--- config.mk ---
export PLATFORM = sky130hd
export DESIGN_NAME = pin_function_mux_and_irq_pins
export DESIGN_NICKNAME = d
export VERILOG_FILES = /design/src/pin_mux_pkg.sv /design/src/irq_line_if.sv /design/src/pin_function_mux_and_irq_pins.sv /design/src/irq_line.sv
export VERILOG_INCLUDE_DIRS = /design/src
export SDC_FILE = /design/constraint.sdc
export NUM_CORES = 1
export LEC_CHECK = 0
export ABC_AREA = 1
export BUFFER_PORTS_ARGS = -buffer_cell sky130_fd_sc_hd__clkbuf_2
export CAP_MARGIN = 10
export CORE_ASPECT_RATIO = 1.4
export CORE_MARGIN = 2
export CORE_UTILIZATION = 41
export CTS_CLUSTER_SIZE = 25
export DETAILED_ROUTE_END_ITERATION = 7
export PLACE_DENSITY = 0.84
export SETUP_SLACK_MARGIN = 0.02
export SLEW_MARGIN = 15
export SYNTH_ARGS = -nofsm -noshare
export SYNTH_HDL_FRONTEND = slang
export SYNTH_SLANG_ARGS = --single-unit
--- constraint.sdc ---
create_clock -name clk_in -period 0.9 [get_ports clk_in]
set_input_delay 0.09 -clock clk_in [delete_from_list [all_inputs] [get_ports clk_in]]
set_output_delay 0.09 -clock clk_in [all_outputs]
set_load 0.01 [all_outputs]
--- src/pin_mux_params.svh ---
// idle levels, reset values and pad indices for the pin function multiplexer
`ifndef PIN_MUX_PARAMS_SVH
`define PIN_MUX_PARAMS_SVH

// positions of the shared pads inside the eight-bit shared pad bundle
`define PAD_IDX_IRQ7 0
`define PAD_IDX_IRQ8 1
`define PAD_IDX_KEYPAD_ROW_SIX 2
`define PAD_IDX_KEYPAD_ROW_SEVEN 3
`define PAD_IDX_TXD 4
`define PAD_IDX_RXD 5
`define PAD_IDX_RTS 6
`define PAD_IDX_CTS 7

// idle levels handed to whichever function set is not selected
`define IDLE_NORMAL_IN 8'hFF
`define IDLE_HIGH 1'h1
`define IDLE_LOW 1'h0

// reset values of the line configuration and the soft turn-off level
`define RST_IRQ_EN 6'h00
`define RST_DIR_OUT 6'h00
`define RST_OUT_VAL 6'h00
`define RST_SOFT_OFF 1'h0

`endif

--- src/pin_mux_pkg.sv ---
// types shared by the pin function multiplexer and its interrupt lines
package pin_mux_pkg;
  // detection mode of one interrupt line
  typedef enum logic [1:0] {
    IRQ_LEVEL,
    IRQ_RISE,
    IRQ_FALL
  } irq_mode_t;
endpackage : pin_mux_pkg

--- src/irq_line_if.sv ---
// bundle between the multiplexer top and one external interrupt line
`timescale 1ns/1ps
`default_nettype none
interface irq_line_if;
  logic irq_en;                   // line works as an interrupt input
  pin_mux_pkg::irq_mode_t mode;   // detection mode
  logic dir_out;                  // gpio direction, 1 drives the pad
  logic out_val;                  // gpio output level
  logic pad_in;                   // pad level
  logic pad_out;                  // level driven on the pad
  logic pad_oe_n;                 // low while the pad is driven
  logic general_purpose_input;    // synchronised pad level
  logic req;                      // interrupt request
  modport line (input irq_en, input mode, input dir_out, input out_val, input pad_in,
                output pad_out, output pad_oe_n, output general_purpose_input,
                output req);
  modport ctrl (output irq_en, output mode, output dir_out, output out_val,
                output pad_in, input pad_out, input pad_oe_n,
                input general_purpose_input, input req);
endinterface : irq_line_if
`default_nettype wire

--- src/pin_function_mux_and_irq_pins.sv ---
// pin function multiplexer with six configurable external interrupt lines
`timescale 1ns/1ps
`default_nettype none
`include "pin_mux_params.svh"

// Function
// - select low normal pins, high alternate set
// - alternate set maps pads onto test port
// - soft turn-off level survives system reset
// - first four lines: interrupt or gpio
// - fifth and sixth lines offer same choice
// - level, rising or falling detection per line
// - reset leaves lines gpio inputs, driver off
module pin_function_mux_and_irq_pins #(
  parameter int LINES = 6  // number of configurable interrupt lines
) (
  input wire logic clk_in,
  input wire logic rst_n_in,
  input wire logic por_n_in,                  // power-on reset, only for soft turn-off
  // pin set selection and shared pads
  input wire logic pin_set_select_in,         // low normal, high alternate
  input wire logic [7:0] shared_pad_in,       // levels seen on the shared pads
  output logic [7:0] shared_pad_out,          // levels driven on the shared pads
  output logic [7:0] shared_pad_oe_n_out,     // low while a shared pad is driven
  // normal function side
  output logic [7:0] normal_func_out,         // pad levels for the normal functions
  input wire logic [7:0] normal_drive_in,     // normal functions' output levels
  input wire logic [7:0] normal_oe_n_in,      // normal functions' enables, low drives
  // alternate function side
  output logic jtag_trst_n_out,
  output logic jtag_tms_out,
  output logic jtag_tck_out,
  output logic jtag_tdi_out,
  input wire logic jtag_tdo_in,
  output logic signal_core_debug_enable_out,
  output logic control_core_debug_enable_out,
  output logic alt_reset_n_out,               // alternate reset input, active low
  // soft turn-off output
  input wire logic soft_off_wr_in,            // write strobe for the soft turn-off level
  input wire logic soft_off_data_in,          // level to be written
  output logic soft_turn_off_output_out,
  // interrupt line configuration
  input wire logic cfg_wr_in,                 // loads all line settings at once
  input wire logic [LINES-1:0] cfg_irq_en_in,
  input wire logic [2*LINES-1:0] cfg_mode_in, // two bits per line
  input wire logic [LINES-1:0] cfg_dir_out_in,
  input wire logic [LINES-1:0] cfg_out_val_in,
  // interrupt line pads and results
  input wire logic [LINES-1:0] line_pad_in,
  output logic [LINES-1:0] line_pad_out,
  output logic [LINES-1:0] line_pad_oe_n_out,
  output logic [LINES-1:0] general_purpose_input_out, // synchronised pad levels
  output logic [LINES-1:0] irq_request_out    // level or one-cycle pulse by mode
);
  // line configuration registers
  logic [LINES-1:0] irq_en_q, irq_en_d;
  logic [LINES-1:0] dir_out_q, dir_out_d;
  logic [LINES-1:0] out_val_q, out_val_d;
  pin_mux_pkg::irq_mode_t mode_q [LINES];
  pin_mux_pkg::irq_mode_t mode_d [LINES];
  // soft turn-off level
  logic soft_off_q, soft_off_d;

  // next configuration; an illegal mode code falls back to level sensing
  always_comb begin
    irq_en_d = irq_en_q;
    dir_out_d = dir_out_q;
    out_val_d = out_val_q;
    for (int i = 0; i < LINES; i++) begin
      mode_d[i] = mode_q[i];
    end
    if (cfg_wr_in) begin
      irq_en_d = cfg_irq_en_in;
      dir_out_d = cfg_dir_out_in;
      out_val_d = cfg_out_val_in;
      for (int i = 0; i < LINES; i++) begin
        unique case (cfg_mode_in[2*i +: 2])
          2'h0: mode_d[i] = pin_mux_pkg::IRQ_LEVEL;
          2'h1: mode_d[i] = pin_mux_pkg::IRQ_RISE;
          2'h2: mode_d[i] = pin_mux_pkg::IRQ_FALL;
          default: mode_d[i] = pin_mux_pkg::IRQ_LEVEL;
        endcase
      end
    end
  end

  // configuration registers; reset gives gpio inputs with drivers off
  always_ff @(posedge clk_in or negedge rst_n_in) begin
    if (!rst_n_in) begin
      irq_en_q <= `RST_IRQ_EN;
      dir_out_q <= `RST_DIR_OUT;
      out_val_q <= `RST_OUT_VAL;
      for (int i = 0; i < LINES; i++) begin
        mode_q[i] <= pin_mux_pkg::IRQ_LEVEL;
      end
    end else begin
      irq_en_q <= irq_en_d;
      dir_out_q <= dir_out_d;
      out_val_q <= out_val_d;
      for (int i = 0; i < LINES; i++) begin
        mode_q[i] <= mode_d[i];
      end
    end
  end

  // soft turn-off next value: only a write changes it
  always_comb begin
    soft_off_d = soft_off_q;  // hold by default
    if (soft_off_wr_in) begin
      soft_off_d = soft_off_data_in;
    end
  end

  // the system reset is deliberately not wired here; only power-on sets it
  // trade-off: a defined power-up level costs one extra reset input, but a
  // system reset in mid-run must never switch the supply control off
  always_ff @(posedge clk_in or negedge por_n_in) begin
    if (!por_n_in) begin
      soft_off_q <= `RST_SOFT_OFF;
    end else begin
      soft_off_q <= soft_off_d;
    end
  end

  // the level leaves straight from the flop, so it never glitches
  assign soft_turn_off_output_out = soft_off_q;

  // one line module per interrupt line
  for (genvar g = 0; g < LINES; g++) begin : g_line
    irq_line_if lif();
    assign lif.irq_en = irq_en_q[g];
    assign lif.mode = mode_q[g];
    assign lif.dir_out = dir_out_q[g];
    assign lif.out_val = out_val_q[g];
    assign lif.pad_in = line_pad_in[g];
    irq_line u_line (
      .clk_in(clk_in),
      .rst_n_in(rst_n_in),
      .bus(lif.line)
    );
    assign line_pad_out[g] = lif.pad_out;
    assign line_pad_oe_n_out[g] = lif.pad_oe_n;
    assign general_purpose_input_out[g] = lif.general_purpose_input;
    assign irq_request_out[g] = lif.req;
  end

  // shared pad routing; the select is static, so no glitch care is taken
  // beyond giving the unselected side its idle levels
  always_comb begin
    if (pin_set_select_in) begin
      // alternate set: test port, debug enables and reset input
      normal_func_out = `IDLE_NORMAL_IN;
      shared_pad_out = 8'h00;
      shared_pad_oe_n_out = 8'hFF;
      shared_pad_out[`PAD_IDX_TXD] = jtag_tdo_in;
      shared_pad_oe_n_out[`PAD_IDX_TXD] = 1'b0;
      jtag_trst_n_out = shared_pad_in[`PAD_IDX_IRQ7];
      jtag_tms_out = shared_pad_in[`PAD_IDX_IRQ8];
      signal_core_debug_enable_out = shared_pad_in[`PAD_IDX_KEYPAD_ROW_SIX];
      jtag_tck_out = shared_pad_in[`PAD_IDX_KEYPAD_ROW_SEVEN];
      jtag_tdi_out = shared_pad_in[`PAD_IDX_RXD];
      alt_reset_n_out = shared_pad_in[`PAD_IDX_RTS];
      control_core_debug_enable_out = shared_pad_in[`PAD_IDX_CTS];
    end else begin
      // normal set: interrupt, keypad and serial port functions own the pads
      normal_func_out = shared_pad_in;
      shared_pad_out = normal_drive_in;
      shared_pad_oe_n_out = normal_oe_n_in;
      jtag_trst_n_out = `IDLE_LOW;             // hold the test port in reset
      jtag_tms_out = `IDLE_HIGH;
      signal_core_debug_enable_out = `IDLE_LOW;
      jtag_tck_out = `IDLE_LOW;
      jtag_tdi_out = `IDLE_HIGH;
      alt_reset_n_out = `IDLE_HIGH;
      control_core_debug_enable_out = `IDLE_LOW;
    end
  end

  // normal select passes every pad through untouched
  AST_NORMAL_PASS: assert property (@(posedge clk_in) disable iff (!rst_n_in)
    !pin_set_select_in |-> (normal_func_out == shared_pad_in &&
    shared_pad_oe_n_out == normal_oe_n_in)) else $error("normal routing broken");
  // normal select keeps the test port quiet and passes the normal drive levels
  AST_NORMAL_IDLE: assert property (@(posedge clk_in) disable iff (!rst_n_in)
    !pin_set_select_in |-> (shared_pad_out == normal_drive_in &&
    jtag_trst_n_out == `IDLE_LOW && jtag_tck_out == `IDLE_LOW &&
    alt_reset_n_out == `IDLE_HIGH))
    else $error("normal set leaks test port levels");
  // alternate select drives transmit pad from the test data output
  AST_ALT_TDO: assert property (@(posedge clk_in) disable iff (!rst_n_in)
    pin_set_select_in |-> (shared_pad_out[`PAD_IDX_TXD] == jtag_tdo_in &&
    !shared_pad_oe_n_out[`PAD_IDX_TXD] && alt_reset_n_out == shared_pad_in[`PAD_IDX_RTS]))
    else $error("alternate routing broken");
  // alternate select drives no other pad and idles the normal side
  AST_ALT_IDLE: assert property (@(posedge clk_in) disable iff (!rst_n_in)
    pin_set_select_in |-> (shared_pad_oe_n_out == 8'hEF &&
    normal_func_out == `IDLE_NORMAL_IN &&
    jtag_tck_out == shared_pad_in[`PAD_IDX_KEYPAD_ROW_SEVEN]))
    else $error("alternate set drives a wrong pad");
  // soft turn-off holds through system reset and without writes
  AST_SOFT_OFF_HOLD: assert property (@(posedge clk_in) disable iff (!por_n_in)
    !soft_off_wr_in |=> $stable(soft_turn_off_output_out))
    else $error("soft turn-off changed without a write");
  // the first edge after reset sees gpio inputs only
  AST_RESET_GPIO_IN: assert property (@(posedge clk_in) disable iff (!rst_n_in)
    $past(!rst_n_in) |-> (irq_en_q == '0 && line_pad_oe_n_out == '1))
    else $error("line not a gpio input after reset");
  // no request is left over from before a reset
  AST_RESET_QUIET: assert property (@(posedge clk_in) disable iff (!rst_n_in)
    $past(!rst_n_in) |-> irq_request_out == '0)
    else $error("request pending right after reset");
  // a configuration strobe loads the interrupt enables and directions
  AST_CFG_LOAD: assert property (@(posedge clk_in) disable iff (!rst_n_in)
    cfg_wr_in |=> (irq_en_q == $past(cfg_irq_en_in) &&
    dir_out_q == $past(cfg_dir_out_in)))
    else $error("line configuration not loaded");
  // the spare mode code must fall back to level sensing
  AST_MODE_LEGAL: assert property (@(posedge clk_in) disable iff (!rst_n_in)
    (cfg_wr_in && cfg_mode_in[1:0] == 2'h3) |=> mode_q[0] == pin_mux_pkg::IRQ_LEVEL)
    else $error("spare mode code not taken as level");
  // sixth line drives as a gpio output when configured so
  AST_UPPER_GPIO: assert property (@(posedge clk_in) disable iff (!rst_n_in)
    (cfg_wr_in && !cfg_irq_en_in[LINES-1] && cfg_dir_out_in[LINES-1])
    |=> (!line_pad_oe_n_out[LINES-1] &&
    line_pad_out[LINES-1] == $past(cfg_out_val_in[LINES-1])))
    else $error("upper line gpio output wrong");
endmodule : pin_function_mux_and_irq_pins
`default_nettype wire

--- src/irq_line.sv ---
// one external interrupt line: synchroniser, detector and gpio driver
`timescale 1ns/1ps
`default_nettype none
module irq_line (
  input wire logic clk_in,
  input wire logic rst_n_in,
  irq_line_if.line bus
);
  logic sync1_q, sync1_d; // first stage, read only by the second
  logic sync2_q, sync2_d; // synchronised pad level
  logic prev_q, prev_d;   // last synchronised level for edge detection
  logic req_q, req_d;     // registered request

  // next values: the detector only looks at the second stage and its history
  always_comb begin
    sync1_d = bus.pad_in;
    sync2_d = sync1_q;
    prev_d = sync2_q;
    req_d = 1'b0;
    if (bus.irq_en) begin
      unique case (bus.mode)
        // pins are pulled up, so the level request is active low
        pin_mux_pkg::IRQ_LEVEL: req_d = ~sync2_q;
        pin_mux_pkg::IRQ_RISE: req_d = sync2_q & ~prev_q;
        pin_mux_pkg::IRQ_FALL: req_d = ~sync2_q & prev_q;
        default: req_d = 1'b0;                               // illegal code raises nothing
      endcase
    end
  end

  // registers; sampling flops reset to the pulled-up idle level
  always_ff @(posedge clk_in or negedge rst_n_in) begin
    if (!rst_n_in) begin
      sync1_q <= 1'b1;
      sync2_q <= 1'b1;
      prev_q <= 1'b1;
      req_q <= 1'b0;
    end else begin
      sync1_q <= sync1_d;
      sync2_q <= sync2_d;
      prev_q <= prev_d;
      req_q <= req_d;
    end
  end

  // an interrupt line never drives; otherwise it is gpio by direction
  assign bus.pad_oe_n = bus.irq_en | ~bus.dir_out;
  assign bus.pad_out = bus.out_val;
  assign bus.general_purpose_input = sync2_q;
  assign bus.req = req_q;

  // interrupt mode keeps the driver off
  AST_IRQ_NO_DRIVE: assert property (@(posedge clk_in) disable iff (!rst_n_in)
    bus.irq_en |-> bus.pad_oe_n) else $error("irq line drives its pad");
  // a rising edge gives exactly one cycle of request
  AST_RISE_ONE_PULSE: assert property (@(posedge clk_in) disable iff (!rst_n_in)
    (bus.mode == pin_mux_pkg::IRQ_RISE && req_q) |=> !req_q)
    else $error("rise request longer than one cycle");
  // a falling edge seen after two stages raises a request
  AST_FALL_CAUSE: assert property (@(posedge clk_in) disable iff (!rst_n_in)
    (bus.irq_en && bus.mode == pin_mux_pkg::IRQ_FALL && prev_q && !sync2_q) |=> req_q)
    else $error("falling edge missed");
  // pad low at three edges: two sync stages, then the request one edge later
  AST_LEVEL_LATENCY: assert property (@(posedge clk_in) disable iff (!rst_n_in)
    (bus.irq_en && bus.mode == pin_mux_pkg::IRQ_LEVEL && !bus.pad_in)[*3] |=> req_q)
    else $error("level request late");
endmodule : irq_line
`default_nettype wire

==> out/qor.txt <==
Outcome: complete, but fails checks
Failing checks: negative setup slack
Root Buffer: clkbuf_8
Diodes inserted: 0
Rows: 34
Setup ws final: -0.133 ns
Fill cells: 537
Die Span X: 70.8 µm
Register area: 1400 µm²
H-tree Lvls: 2
Worst path top cell family by delay: flip-flops
Vias in the first global route: 2,177
Library cells used by synthesis: 16
Synth-to-layout area growth: 40.6%
Crit path cell chain: buf_6
RSZ-0062 raised after global routing: true
Initial DRC Count: 48
Post-detailed-route DRC marker count: 0
Yosys reg bits: 55
Multi-input gate area: 667 µm²
Max-cap viol count: 0
Bufs on Longest Clock Path: 2
Tmin final: 1.03 ns
Largest net degree at the start of global routing: 55
Worst slew pin tran: 0.277 ns
Asr flop ratio synth: 100%
Post-Syn Area: 2560 µm²
CORE AREA: 6130 µm²
Non-Filler Instances: 504
Pre-CTS WS: -0.0703 ns
Hold Slack: 0.0186 ns
Clock skew: 0.00110 ns
Net Count, Synth: 357
Final setup vio count: 22
Layout cell share with drive strength beyond 1: 45.6%
EDFF count, synth: 0
Global placement routability congestion: 0.719
Port-buffer cells: 123
Initial antenna violation count: 0
Area share of the largest cell type after synthesis: 36.2%
Peak supply drop: 1180 µV
DP Cell Count: 454
Clk slew on worst S/H paths: 0.09 ns
WP data arrival: 0.94 ns
Most frequent cells after synthesis: inv_1, nand2_1, dfrtp_1
Fin. Hold Viols: 0
Post-DP HPWL: 4010 µm
Fin crit share: 115%
Cell area after layout: 3600 µm²
Vias: 2,150
Cell accounting for the most synthesized area: dfrtp_1
Synth top area cells: dfrtp_1, dfstp_2, inv_1
First-pass iteration count of the detailed router: 3
Initial core utilization: 41.8%
Setup_tns: -1.74 ns
CP Buf/Inv Count: 1
WL/cell: 11.4 µm
Seq/Total Area, Yosys: 54.6%
Worst Path Class, Setup: reg -> out
Synth Warn #: 0
Largest stage delay, worst path: 0.55 ns
Req. time, crit path: 0.81 ns
Cts bufs inserted: 5
Max Fclk: 968 MHz
Die area: 6900 µm²
Cells after synthesis: 289
CP startpoint kind: register
Final ANT Viol Nets: 0
Slew Limit Fails: 0
Slew headroom: 81.5%
Overflow after GRT: 0
Crit path max fanout: 2
Slowest CP cell: dfstp_2
First-pass GRT wire length: 9310 µm
P per Cell Area: 1470 nW/µm²
CTS tree: yes
# clock sinks: 55
Worst hold path class: in -> reg
Area after DPL: 3060 µm²
Mapped Avg Cell Area: 8.86 µm²
Net count reported at finish: 499
Clock latency on the worst-skew pair: 0.29 ns
Main synth FF type: dfrtp_1
Gr usage total: 17.0%
Die H: 97.5 µm
CP Capture Type: primary output
IO Count: 124
Routed WL: 5740 µm
Leakage: 2.01 nW
Count leader, synth: inv_1
Vias per inst: 4.27
-- layer usage --
metal	track usage [%]	routed length [µm]
met5	0	0
met4	4.93	53
met3	3.94	467
met2	33.4	3180
met1	17.1	2050
-- path summary, 6_finish.rpt --
check / start / to / slack, ns / cells past startpoint
hold / removal: cfg_irq_en_in[4] / irq_en_q[4] / 0.02 / 3
setup / recovery: g_line[4].u_line.bus.general_purpose_input / general_purpose_input_out[4] / -0.13 / 1
min in group asynchronous: por_n_in / soft_turn_off_output_out / 0.11 / 2
hold reg to reg: g_line[0].u_line.sync1_q / g_line[0].u_line.bus.general_purpose_input / 0.36 / 0
setup reg to reg: g_line[3].u_line.bus.general_purpose_input / g_line[3].u_line.bus.req / -0.07 / 5
max in group asynchronous: rst_n_in / g_line[4].u_line.bus.general_purpose_input / 0.28 / 3
-- repair_timing --
action	in CTS	in global routing
setup endpoints to repair	38	32
hold buffers	22	0
endpoints found under the hold margin	56	0
pin swaps	2	4
buffers inserted	16	4
resized for setup	6	26
-- cells by family after synthesis --
| kind of cell | share of synthesized area, % |
|---|---|
| simple gates | 16.4 |
| buf+inv | 20.0 |
| flops | 54.6 |
| compound gates | 8.99 |
-- flip-flops by register name, summed over array words and instances (netlist names) --
register                                 cells
out_val_q                                    6
irq_en_q                                     6
soft_turn_off_output_out                     1
g_line.lif.mode                             12
g_line.u_line.sync1_q                        6
g_line.u_line.bus.general_purpose_input      6
g_line.u_line.bus.req                        6
dir_out_q                                    6
g_line.u_line.prev_q                         6
-- final cells by class --
class                           count  area share [%]
Clock buffer                        8            2.78
Inverter                           64            6.74
Multi-Input combinational cell    136            18.5
Sequential cell                    55            38.8
Tap cell                           72            2.50
Timing Repair Buffer              169            30.6
-- stage by stage --
| step | utilization [%] | total power, mW |
|---|---|---|
| after global placement | 50.0 | 3.65 |
| final | 58.8 | 5.28 |
| after CTS | 57.3 | 5.32 |
| after global routing | 58.8 | 5.58 |
| after detailed placement | 50.0 | 3.69 |
| after floorplan | - | 3.37 |
-- where the power goes --
part / switching [mW] / total [mW] / internal [mW]
clock: 0.720 / 1.42 / 0.703
combinational: 0.526 / 1.07 / 0.549
sequential: 0.101 / 2.79 / 2.68
-- cell usage in the layout (no fill, tap or decap), drive strengths merged --
cell type | synthesis | final
nand3 | 11 | 11
nand3b | 1 | 1
dfstp | 18 | 18
nand2 | 56 | 56
dfrtp | 37 | 37
o21ai | 30 | 30
buf | 34 | 32
clkbuf | 0 | 123
nor2 | 19 | 19
o22ai | 1 | 1
inv | 64 | 64
dlygate4sd3 | 0 | 22
or2 | 12 | 12
a21oi | 6 | 6
Power figures use the tool's default switching activity.
